**src/design/cboc_params.svh**
```systemverilog
// Purpose: constants of the charger option control bank
// Assumes: 100 MHz system clock, word access by 8-bit command code
// Notes:   offsets, field positions, reset values and timing counts
`ifndef CBOC_PARAMS_SVH
`define CBOC_PARAMS_SVH

// ----------------------------------------
// register map
// ----------------------------------------
`define CBOC_ADDR_OPT2 8'h31
`define CBOC_ADDR_OPT3 8'h32
`define CBOC_OPT2_RESET 8'hb7
`define CBOC_OPT3_RESET 16'h0434

// ----------------------------------------
// fields of the second option register (low byte)
// ----------------------------------------
`define CBOC_B_LIMIT_PIN_SEL 7
`define CBOC_B_MONITOR_POL 6
`define CBOC_B_LOW_SIDE_OC 5
`define CBOC_B_FIXED_IN_OC 4
`define CBOC_B_CFG_IN_OC_EN 3
`define CBOC_B_CFG_IN_OC_LVL 2
`define CBOC_B_DCHG_OC_EN 1
`define CBOC_B_DCHG_OC_LVL 0

// ----------------------------------------
// fields of the third option register
// ----------------------------------------
`define CBOC_B_HIGH_IMP 15
`define CBOC_B_REG_RESET 14
`define CBOC_B_REMEASURE 13
`define CBOC_B_BUS_SUPPLY 12
`define CBOC_B_OPTIMIZER 11
`define CBOC_B_SWITCH_CTRL 10
`define CBOC_B_SOFT_SLEW 9

// ----------------------------------------
// thresholds
// ----------------------------------------
`define CBOC_LOW_SIDE_OC_HI_MV 9'h0d2
`define CBOC_LOW_SIDE_OC_LO_MV 9'h096
`define CBOC_FIXED_OC_HI_MV 9'h118
`define CBOC_FIXED_OC_LO_MV 9'h096
`define CBOC_FIXED_OC_ALT_HI_MV 9'h0c8
`define CBOC_FIXED_OC_ALT_LO_MV 9'h064
`define CBOC_PCT_LOW 8'h85
`define CBOC_PCT_HIGH 8'hc8
`define CBOC_PCT_DIVISOR 16'h0064

// ----------------------------------------
// timing
// ----------------------------------------
`define CBOC_CLK_MHZ 100
`define CBOC_ACOC_BLANK_US 250
`define CBOC_ACOC_BLANK_CYC (`CBOC_ACOC_BLANK_US * `CBOC_CLK_MHZ)
`define CBOC_ACOC_RELEASE_MS 250
`define CBOC_ACOC_RELEASE_CYC (`CBOC_ACOC_RELEASE_MS * 1000 * `CBOC_CLK_MHZ)
`define CBOC_SLEW_STEP_US 8
`define CBOC_SLEW_STEP_CYC (`CBOC_SLEW_STEP_US * `CBOC_CLK_MHZ)
`define CBOC_TIMER_W 25

`endif

```
**src/design/cboc_pkg.sv**
```systemverilog
// Purpose: types of the charger option control bank
// Assumes: constants come from cboc_params.svh
// Notes:   carriers for host requests, sensed inputs and module state
`include "cboc_params.svh"

package cboc_pkg;

	// ----------------------------------------
	// configurable input overcurrent states
	// ----------------------------------------
	typedef enum logic [1:0] {
		CBOC_ACOC_IDLE = 2'b00,
		CBOC_ACOC_BLANK = 2'b01,
		CBOC_ACOC_FAULT = 2'b11,
		CBOC_ACOC_RELEASE = 2'b10
	} cboc_acoc_state_t;

	// ----------------------------------------
	// carriers
	// ----------------------------------------
	typedef struct packed {
		logic wr;
		logic rd;
		logic [7:0] cmd;
		logic [15:0] wdata;
	} cboc_host_req_t;

	typedef struct packed {
		logic [7:0] external_limit_pin;
		logic [7:0] programmed_input_limit;
		logic [7:0] charge_current;
		logic [7:0] discharge_current;
		logic [7:0] second_discharge_threshold;
		logic [7:0] min_system_voltage;
		logic fixed_input_oc_trip;
		logic config_input_oc_trip;
		logic input_sense_resistor_select;
		logic shared_mode_control_pin;
		logic measure_done;
		logic battery_switch_level;
	} cboc_sense_t;

	typedef struct packed {
		logic [`CBOC_TIMER_W-1:0] count;
		logic expired;
	} cboc_interval_state_t;

	typedef struct packed {
		logic [7:0] opt2;
		logic [15:0] opt3;
		cboc_acoc_state_t acoc;
		logic [15:0] rdata;
		logic rd_ack;
		logic [7:0] input_limit;
		logic [7:0] monitor;
		logic [8:0] low_side_mv;
		logic [8:0] fixed_mv;
		logic [7:0] cfg_pct;
		logic converter_en;
		logic cfg_fault;
		logic dchg_fault;
		logic reg_reset_pulse;
		logic bus_supply;
		logic switch_level;
		logic switch_oe_n;
		logic [7:0] min_sys;
	} cboc_bank_state_t;

endpackage : cboc_pkg

```
**src/design/cboc_interval.sv**
```systemverilog
// Purpose: interval counter, pulses once every LIMIT cycles while run
// Assumes: run_i is synchronous to clk_sys_i
// Notes:   dropping run_i restarts the count from zero
`timescale 1ns/1ns
`include "cboc_params.svh"

module cboc_interval #(
	parameter int unsigned LIMIT = 800
) (
	input wire logic clk_sys_i,
	input wire logic sys_rst_i,
	input wire logic run_i,
	output logic expired_o
);

	localparam logic [`CBOC_TIMER_W-1:0] LAST = `CBOC_TIMER_W'(LIMIT - 1);

	cboc_pkg::cboc_interval_state_t st_reg;
	cboc_pkg::cboc_interval_state_t st_next;

	// ----------------------------------------
	// count
	// ----------------------------------------
	always_comb begin
		st_next = st_reg;
		st_next.expired = 1'b0;
		if (!run_i) begin
			st_next.count = '0;
		end else if (st_reg.count >= LAST) begin
			st_next.count = '0;
			st_next.expired = 1'b1;
		end else begin
			st_next.count = st_reg.count + `CBOC_TIMER_W'(1);
		end
	end

	always_ff @(posedge clk_sys_i) begin
		if (sys_rst_i) begin
			st_reg <= '0;
		end else begin
			st_reg <= st_next;
		end
	end

	assign expired_o = st_reg.expired;

endmodule : cboc_interval

```
**src/design/cboc_option_bank.sv**
```systemverilog
// Purpose: option register bank of a battery charge controller
// Assumes: serial word transport decoded upstream into one-cycle requests
// Notes:   protection and mode controls are registered outputs
`timescale 1ns/1ns
`include "cboc_params.svh"

// Functional notes
// (RQ1) limit is programmed value, or lower with pin
// (RQ2) monitor shows discharge at 0, charge at 1
// (RQ3) low-side switch threshold 210 mV or 150 mV
// (RQ4) fixed input trip stops converter, auto resume
// (RQ5) configurable trip after blank-out, 250ms release deglitch
// (RQ6) configurable level 133% or 200%
// (RQ7) discharge overcurrent disables converter when enabled
// (RQ8) discharge level 133% or 200% of threshold
// (RQ9) high impedance bit selects minimal current operation
// (RQ10) register reset restores defaults, then self-clears
// (RQ11) remeasure stops converter until measurement done
// (RQ12) bus supply needs enable bit and pin
// (RQ13) current optimizer runs only while enabled
// (RQ14) switch drive pin released at 0, driven at 1
// (RQ15) soft slew steps minimum voltage every 8us
// (RQ16) third option register resets to 0434h
// (RQ17) word access, self-clearing bits read back zero; the remeasure bit reads back one until measure_done clears it
module cboc_option_bank #(
	parameter int unsigned ACOC_BLANK_CYC = `CBOC_ACOC_BLANK_CYC,
	parameter int unsigned ACOC_RELEASE_CYC = `CBOC_ACOC_RELEASE_CYC
) (
	input wire logic clk_sys_i,
	input wire logic sys_rst_i,
	input wire cboc_pkg::cboc_host_req_t host_req_i,
	input wire cboc_pkg::cboc_sense_t sense_i,
	output logic [15:0] rdata_o,
	output logic rd_ack_o,
	output logic [7:0] input_limit_o,
	output logic [7:0] battery_current_monitor_out_o,
	output logic [8:0] low_side_oc_mv_o,
	output logic [8:0] fixed_input_oc_mv_o,
	output logic [7:0] config_input_oc_pct_o,
	output logic converter_enable_o,
	output logic config_input_oc_fault_o,
	output logic discharge_oc_fault_o,
	output logic high_impedance_mode_o,
	output logic register_reset_pulse_o,
	output logic remeasure_active_o,
	output logic bus_supply_mode_o,
	output logic current_optimizer_run_o,
	output logic battery_switch_drive_o,
	output logic battery_switch_drive_oe_n_o,
	output logic [7:0] min_system_voltage_o
);

	localparam int unsigned TIMER_LIMIT [3] = '{
		ACOC_BLANK_CYC, ACOC_RELEASE_CYC, `CBOC_SLEW_STEP_CYC
	};

	cboc_pkg::cboc_bank_state_t st_reg;
	cboc_pkg::cboc_bank_state_t st_next;
	logic [2:0] timer_run;
	logic [2:0] timer_expired;
	logic [15:0] dchg_limit;

	function automatic logic reg_hit(input logic [7:0] cmd, input logic [7:0] addr);
		return cmd == addr;
	endfunction : reg_hit

	// ----------------------------------------
	// interval timers: blank-out, release, slew step
	// ----------------------------------------
	assign timer_run[0] = (st_reg.acoc == cboc_pkg::CBOC_ACOC_BLANK) &&
		sense_i.config_input_oc_trip;
	assign timer_run[1] = (st_reg.acoc == cboc_pkg::CBOC_ACOC_RELEASE) &&
		!sense_i.config_input_oc_trip;
	assign timer_run[2] = st_reg.opt3[`CBOC_B_SOFT_SLEW] &&
		(st_reg.min_sys != sense_i.min_system_voltage);

	for (genvar i = 0; i < 3; i++) begin : g_timer
		cboc_interval #(
			.LIMIT(TIMER_LIMIT[i])
		) u_interval (
			.clk_sys_i(clk_sys_i),
			.sys_rst_i(sys_rst_i),
			.run_i(timer_run[i]),
			.expired_o(timer_expired[i])
		);
	end

	// ----------------------------------------
	// discharge trip level
	// ----------------------------------------
	always_comb begin
		if (st_reg.opt2[`CBOC_B_DCHG_OC_LVL]) begin
			dchg_limit = {7'h00, sense_i.second_discharge_threshold, 1'b0}; // RQ8
		end else begin
			dchg_limit = ({8'h00, sense_i.second_discharge_threshold} *
				{8'h00, `CBOC_PCT_LOW}) / `CBOC_PCT_DIVISOR; // RQ8
		end
	end

	// ----------------------------------------
	// next state
	// ----------------------------------------
	always_comb begin
		st_next = st_reg;
		st_next.rd_ack = 1'b0;
		st_next.reg_reset_pulse = 1'b0;

		// register reads
		if (host_req_i.rd) begin
			st_next.rd_ack = 1'b1;
			if (reg_hit(host_req_i.cmd, `CBOC_ADDR_OPT2)) begin
				st_next.rdata = {8'h00, st_reg.opt2}; // RQ17
			end else if (reg_hit(host_req_i.cmd, `CBOC_ADDR_OPT3)) begin
				st_next.rdata = st_reg.opt3; // RQ17
			end else begin
				st_next.rdata = 16'h0000;
			end
		end

		// measurement done clears the remeasure bit
		if (st_reg.opt3[`CBOC_B_REMEASURE] && sense_i.measure_done) begin
			st_next.opt3[`CBOC_B_REMEASURE] = 1'b0; // RQ11
		end

		// register writes, a write wins over the hardware clear
		if (host_req_i.wr && reg_hit(host_req_i.cmd, `CBOC_ADDR_OPT2)) begin
			st_next.opt2 = host_req_i.wdata[7:0];
		end
		if (host_req_i.wr && reg_hit(host_req_i.cmd, `CBOC_ADDR_OPT3)) begin
			st_next.opt3 = host_req_i.wdata;
			st_next.opt3[`CBOC_B_REG_RESET] = 1'b0; // RQ10
			if (host_req_i.wdata[`CBOC_B_REG_RESET]) begin
				st_next.opt2 = `CBOC_OPT2_RESET; // RQ10
				st_next.opt3 = `CBOC_OPT3_RESET; // RQ16
				st_next.reg_reset_pulse = 1'b1; // RQ10
			end
		end

		// configurable input overcurrent
		if (!st_reg.opt2[`CBOC_B_CFG_IN_OC_EN]) begin
			st_next.acoc = cboc_pkg::CBOC_ACOC_IDLE; // RQ5
		end else begin
			unique case (st_reg.acoc)
				cboc_pkg::CBOC_ACOC_IDLE: begin
					if (sense_i.config_input_oc_trip) begin
						st_next.acoc = cboc_pkg::CBOC_ACOC_BLANK;
					end
				end
				cboc_pkg::CBOC_ACOC_BLANK: begin
					if (!sense_i.config_input_oc_trip) begin
						st_next.acoc = cboc_pkg::CBOC_ACOC_IDLE;
					end else if (timer_expired[0]) begin
						st_next.acoc = cboc_pkg::CBOC_ACOC_FAULT; // RQ5
					end
				end
				cboc_pkg::CBOC_ACOC_FAULT: begin
					if (!sense_i.config_input_oc_trip) begin
						st_next.acoc = cboc_pkg::CBOC_ACOC_RELEASE;
					end
				end
				cboc_pkg::CBOC_ACOC_RELEASE: begin
					if (sense_i.config_input_oc_trip) begin
						st_next.acoc = cboc_pkg::CBOC_ACOC_FAULT;
					end else if (timer_expired[1]) begin
						st_next.acoc = cboc_pkg::CBOC_ACOC_IDLE; // RQ5
					end
				end
			endcase
		end
		st_next.cfg_fault = (st_next.acoc == cboc_pkg::CBOC_ACOC_FAULT) ||
			(st_next.acoc == cboc_pkg::CBOC_ACOC_RELEASE); // RQ5

		// battery discharge overcurrent
		st_next.dchg_fault = st_reg.opt2[`CBOC_B_DCHG_OC_EN] &&
			({8'h00, sense_i.discharge_current} > dchg_limit); // RQ7

		// converter run permission
		st_next.converter_en = !(st_reg.opt3[`CBOC_B_HIGH_IMP] || // RQ9
			sense_i.fixed_input_oc_trip || // RQ4
			st_next.cfg_fault || st_next.dchg_fault || // RQ7
			st_reg.opt3[`CBOC_B_REMEASURE]); // RQ11

		// input current limit source
		if (st_reg.opt2[`CBOC_B_LIMIT_PIN_SEL] &&
			(sense_i.external_limit_pin < sense_i.programmed_input_limit)) begin
			st_next.input_limit = sense_i.external_limit_pin; // RQ1
		end else begin
			st_next.input_limit = sense_i.programmed_input_limit; // RQ1
		end

		// current monitor polarity
		st_next.monitor = st_reg.opt2[`CBOC_B_MONITOR_POL] ?
			sense_i.charge_current : sense_i.discharge_current; // RQ2

		// threshold selections
		st_next.low_side_mv = st_reg.opt2[`CBOC_B_LOW_SIDE_OC] ?
			`CBOC_LOW_SIDE_OC_LO_MV : `CBOC_LOW_SIDE_OC_HI_MV; // RQ3
		if (sense_i.input_sense_resistor_select) begin
			st_next.fixed_mv = st_reg.opt2[`CBOC_B_FIXED_IN_OC] ?
				`CBOC_FIXED_OC_ALT_LO_MV : `CBOC_FIXED_OC_ALT_HI_MV; // RQ4
		end else begin
			st_next.fixed_mv = st_reg.opt2[`CBOC_B_FIXED_IN_OC] ?
				`CBOC_FIXED_OC_LO_MV : `CBOC_FIXED_OC_HI_MV; // RQ4
		end
		st_next.cfg_pct = st_reg.opt2[`CBOC_B_CFG_IN_OC_LVL] ?
			`CBOC_PCT_HIGH : `CBOC_PCT_LOW; // RQ6

		// mode outputs
		st_next.bus_supply = st_reg.opt3[`CBOC_B_BUS_SUPPLY] &&
			sense_i.shared_mode_control_pin; // RQ12
		st_next.switch_level = sense_i.battery_switch_level;
		st_next.switch_oe_n = !st_reg.opt3[`CBOC_B_SWITCH_CTRL]; // RQ14

		// minimum system voltage slew
		if (!st_reg.opt3[`CBOC_B_SOFT_SLEW]) begin
			st_next.min_sys = sense_i.min_system_voltage; // RQ15
		end else if (timer_expired[2]) begin
			if (st_reg.min_sys < sense_i.min_system_voltage) begin
				st_next.min_sys = st_reg.min_sys + 8'h01; // RQ15
			end else if (st_reg.min_sys > sense_i.min_system_voltage) begin
				st_next.min_sys = st_reg.min_sys - 8'h01; // RQ15
			end
		end
	end

	// ----------------------------------------
	// state register
	// ----------------------------------------
	always_ff @(posedge clk_sys_i) begin
		if (sys_rst_i) begin
			st_reg <= '{
				opt2: `CBOC_OPT2_RESET,
				opt3: `CBOC_OPT3_RESET, // RQ16
				acoc: cboc_pkg::CBOC_ACOC_IDLE,
				default: '0
			};
		end else begin
			st_reg <= st_next;
		end
	end

	// ----------------------------------------
	// outputs
	// ----------------------------------------
	assign rdata_o = st_reg.rdata;
	assign rd_ack_o = st_reg.rd_ack;
	assign input_limit_o = st_reg.input_limit;
	assign battery_current_monitor_out_o = st_reg.monitor;
	assign low_side_oc_mv_o = st_reg.low_side_mv;
	assign fixed_input_oc_mv_o = st_reg.fixed_mv;
	assign config_input_oc_pct_o = st_reg.cfg_pct;
	assign converter_enable_o = st_reg.converter_en;
	assign config_input_oc_fault_o = st_reg.cfg_fault;
	assign discharge_oc_fault_o = st_reg.dchg_fault;
	assign high_impedance_mode_o = st_reg.opt3[`CBOC_B_HIGH_IMP]; // RQ9
	assign register_reset_pulse_o = st_reg.reg_reset_pulse;
	assign remeasure_active_o = st_reg.opt3[`CBOC_B_REMEASURE];
	assign bus_supply_mode_o = st_reg.bus_supply;
	assign current_optimizer_run_o = st_reg.opt3[`CBOC_B_OPTIMIZER]; // RQ13
	assign battery_switch_drive_o = st_reg.switch_level;
	assign battery_switch_drive_oe_n_o = st_reg.switch_oe_n;
	assign min_system_voltage_o = st_reg.min_sys;
endmodule : cboc_option_bank

```
**config.mk**
```make
export PLATFORM = sky130hd
export DESIGN_NAME = cboc_option_bank
export DESIGN_NICKNAME = d
export VERILOG_FILES = /design/src/design/cboc_pkg.sv /design/src/design/cboc_interval.sv /design/src/design/cboc_option_bank.sv
export VERILOG_INCLUDE_DIRS = /design/src /design/src/design
export SDC_FILE = /design/constraint.sdc
export NUM_CORES = 1
export LEC_CHECK = 0
export BUFFER_PORTS_ARGS = -buffer_cell sky130_fd_sc_hd__buf_2
export CAP_MARGIN = 20
export CORE_ASPECT_RATIO = 0.8
export CORE_UTILIZATION = 57
export CTS_CLUSTER_DIAMETER = 60
export DETAILED_ROUTE_END_ITERATION = 16
export PLACE_DENSITY = 0.81
export SYNTH_ARGS = -nofsm -noshare
export SYNTH_HDL_FRONTEND = slang
export SYNTH_SLANG_ARGS = --single-unit
```
**constraint.sdc**
```tcl
create_clock -name clk_sys_i -period 15.6 [get_ports clk_sys_i]
set_clock_uncertainty 0.2 [all_clocks]
set_input_delay 4.68 -clock clk_sys_i [delete_from_list [all_inputs] [get_ports clk_sys_i]]
set_output_delay 4.68 -clock clk_sys_i [all_outputs]
set_load 0.005 [all_outputs]
```
==> summary.txt <==
Status
  – Status: finished clean

Power and ir drop
  – Clk network pwr share: 24.1%
  – Leak: 4.76 nW
  – Net Sw Frac: 42.7%
  – Power per cell area: 158 nW/um^2
  – Int Power: 974 uW
  – Total power: 1.70 mW
  – Logic pwr share: 50.7%
  – Net Sw Power: 725 uW
  – Register share of total power: 25.2%
  – Worst IR Drop VDD: 119 uV

Worst setup path
  – CP Max Fanout: 12
  – Worst EP arrival: 13.40 ns
  – Startpoint types: input pin
  – Most used cell, CP: ha_1
  – Crit end category: register
  – Critical Path Slowest Stage Cell: nor4b_1
  – CP Buf/Inv Count: 1
  – Top cell family by delay on the critical path: compound AO/OA/AOI/OAI gates
  – CP peak stage delay: 0.68 ns
  – CP Class: in2reg
  – Data required time of the worst path: 15.76 ns

STA
  – Slew headroom: 23.6%
  – Post-layout min period: 13.25 ns
  – Final period utilization: 84.9%
  – Worst slew pin tran: 1.14 ns
  – Setup violators final: 0
  – Max frequency: 75.5 MHz
  – RSZ-0062 raised after global routing: false
  – Hold Fails Final Rpt: 0
  – Setup ws final: 2.35 ns
  – TNS Setup: 0 ns
  – Slew Viols, Final: 0

Floorplan
  – Die width: 147 um
  – Initial Util: 58.2%
  – Die Y: 118 um
  – DIE AREA: 17400 um^2
  – IO Pins: 159
  – Site row count: 42
  – Placeable Area: 16500 um^2

Synth
  – Area leader, netlist: dfxtp_1
  – Yosys warning count: 0
  – Synth Cell Area: 9610 um^2
  – Synth area leaders: dfxtp_1 34%, ha_1 8.1%, nor2_1 6.1%
  – Synth Register Bits: 163
  – Most used DFF post-synth: dfxtp_1
  – Post-synth EDFFs: 0
  – Synth async-reset ratio: 0%
  – Mapped Avg Cell Area: 8.68 um^2
  – Post-synth top cells: 163 x dfxtp_1, 156 x nor2_1, 67 x buf_4
  – Synth top area share: 34.0%
  – Unique masters post-synth: 101
  – Mapped Cells: 1107
  – Seq/Total Area, Yosys: 34.0%
  – Most numerous cell in the Yosys netlist: dfxtp_1

Flow run
  – Max_cap viols: 0

Drt
  – Via Count: 8215
  – Drt drc: 0
  – Drt total wl: 22.1 mm
  – First-pass DRT Iterations: 7
  – Via/cell ratio: 5.70
  – Final ANT Viol Nets: 0
  – DRT iter0 DRCs: 687
  – WL/cell: 15.3 um

Clock network
  – Hold buffers post-CTS: 0
  – CTS tree: yes
  – Worst skew pair latency: 0.42 ns
  – # resized after CTS: 0
  – Sink Count: 163
  – Clk root buf: clkbuf_16
  – Post-CTS setup buffers: 0
  – CTS Buffer Depth: 2
  – Reg clk slew, reported paths: 0.07 ns
  – Total CTS buffers: 17
  – H-tree depth: 4

Global routing
  – Vias in the first global route: 7210
  – Pin count of the biggest net entering global routing: 72
  – First-pass GRT wire length: 35.9 mm
  – Initial antenna violation count: 1
  – GRT Total Usage: 25.4%
  – Grt total ovfl: 0

Place
  – Pre-CTS setup slack: 2.09 ns
  – DPL Wire Length: 16.1 mm
  – RePlAce Congestion: 0.968
  – PortBufs: 149
  – # placed instances: 1409

Finish
  – Fin nets: 1355
  – Layout area overhead: 11.7%
  – Layout Cells excl Fill: 1442
  – Number of flip-flops in the largest register: 75
  – Layout cells sized above 1: 19.2%

Min path
  – Class of the worst hold path: reg2reg
-- cell usage in the layout, fill, tap and decap left out, drive strengths merged, types with 18 or more instances in the layout --
cell type and instances:
inv 45, nor4 18, a21oi 54, conb 34, ha 62, nand3 33, and3 27, nor3 25
dfxtp 163, xnor2 38, buf 153, a21o 20, xor2 29, nor2 156, mux2i 31, nand2 67
clkbuf 18, o21ai 37
-- per-layer routing --
layer	vias to the layer above	GRT usage (%)	part of all wire [%]
li1	4083	-	-
met1	3793	36.9	48
met4	0	8.05	1.7
met5	-	0	0
met3	29	5.35	6.9
met2	310	37.4	44
-- cell type report --
class                      count  area, um^2
antenna                        1        2.50
clock buffer                  18         439
clock inverter                13         140
fill                        1356        5770
inverter                      36         135
multi-input combinational    838        5690
sequential                   163        3260
tap                          220         275
timing repair buffer         153         783
-- cells by family (layout without fill, tap and decap cells) --
logic type	count (synthesis)	after routing	share of synthesized area, %
muxes	33	33	3.54
xor gates and xnor gates	67	67	6.42
other	1	35	0.0390
adders and majority gates	64	64	8.49
AOI/OAI and AO/OA	227	227	17.5
buffers and inverters	139	220	8.17
and+or+nand+nor	413	413	21.9
DFF	163	163	34.0
-- power by group through the flow --
| stage | clock, mW | sequential, mW | combinational, mW |
|---|---|---|---|
| final | 0.409 | 0.429 | 0.861 |
| after global routing | 0.436 | 0.430 | 0.939 |
| after detailed placement | 0 | 0.439 | 0.832 |
| after CTS | 0.416 | 0.429 | 0.838 |
| after floorplan | 0 | 0.438 | 0.696 |
| after global placement | 0 | 0.438 | 0.832 |
-- path summary, 6_finish.rpt --
| path | slack (ns) | start | depth (start not counted) | to |
|---|---|---|---|---|
| hold / removal | 0.26 | st_reg[86] | 1 | battery_switch_drive_oe_n_o |
| setup reg to reg | 11.79 | min_system_voltage_o[0] | 17 | min_system_voltage_o[7] |
| hold reg to reg | 0.26 | st_reg[86] | 1 | battery_switch_drive_oe_n_o |
| setup / recovery | 2.35 | sense_i[21] | 35 | converter_enable_o |
-- stage by stage --
step | instance area, um^2 | util (%) | hold WS, ns
after floorplan | 9730 | - | 0.214
after global placement | 10100 | 61.4 | 0.231
after detailed placement | 10100 | 61.4 | 0.237
after CTS | 10700 | 64.9 | 0.253
after global routing | 10700 | 65.0 | 0.274
final | 10700 | 65.0 | 0.257
Power figures use the tool's default switching activity.
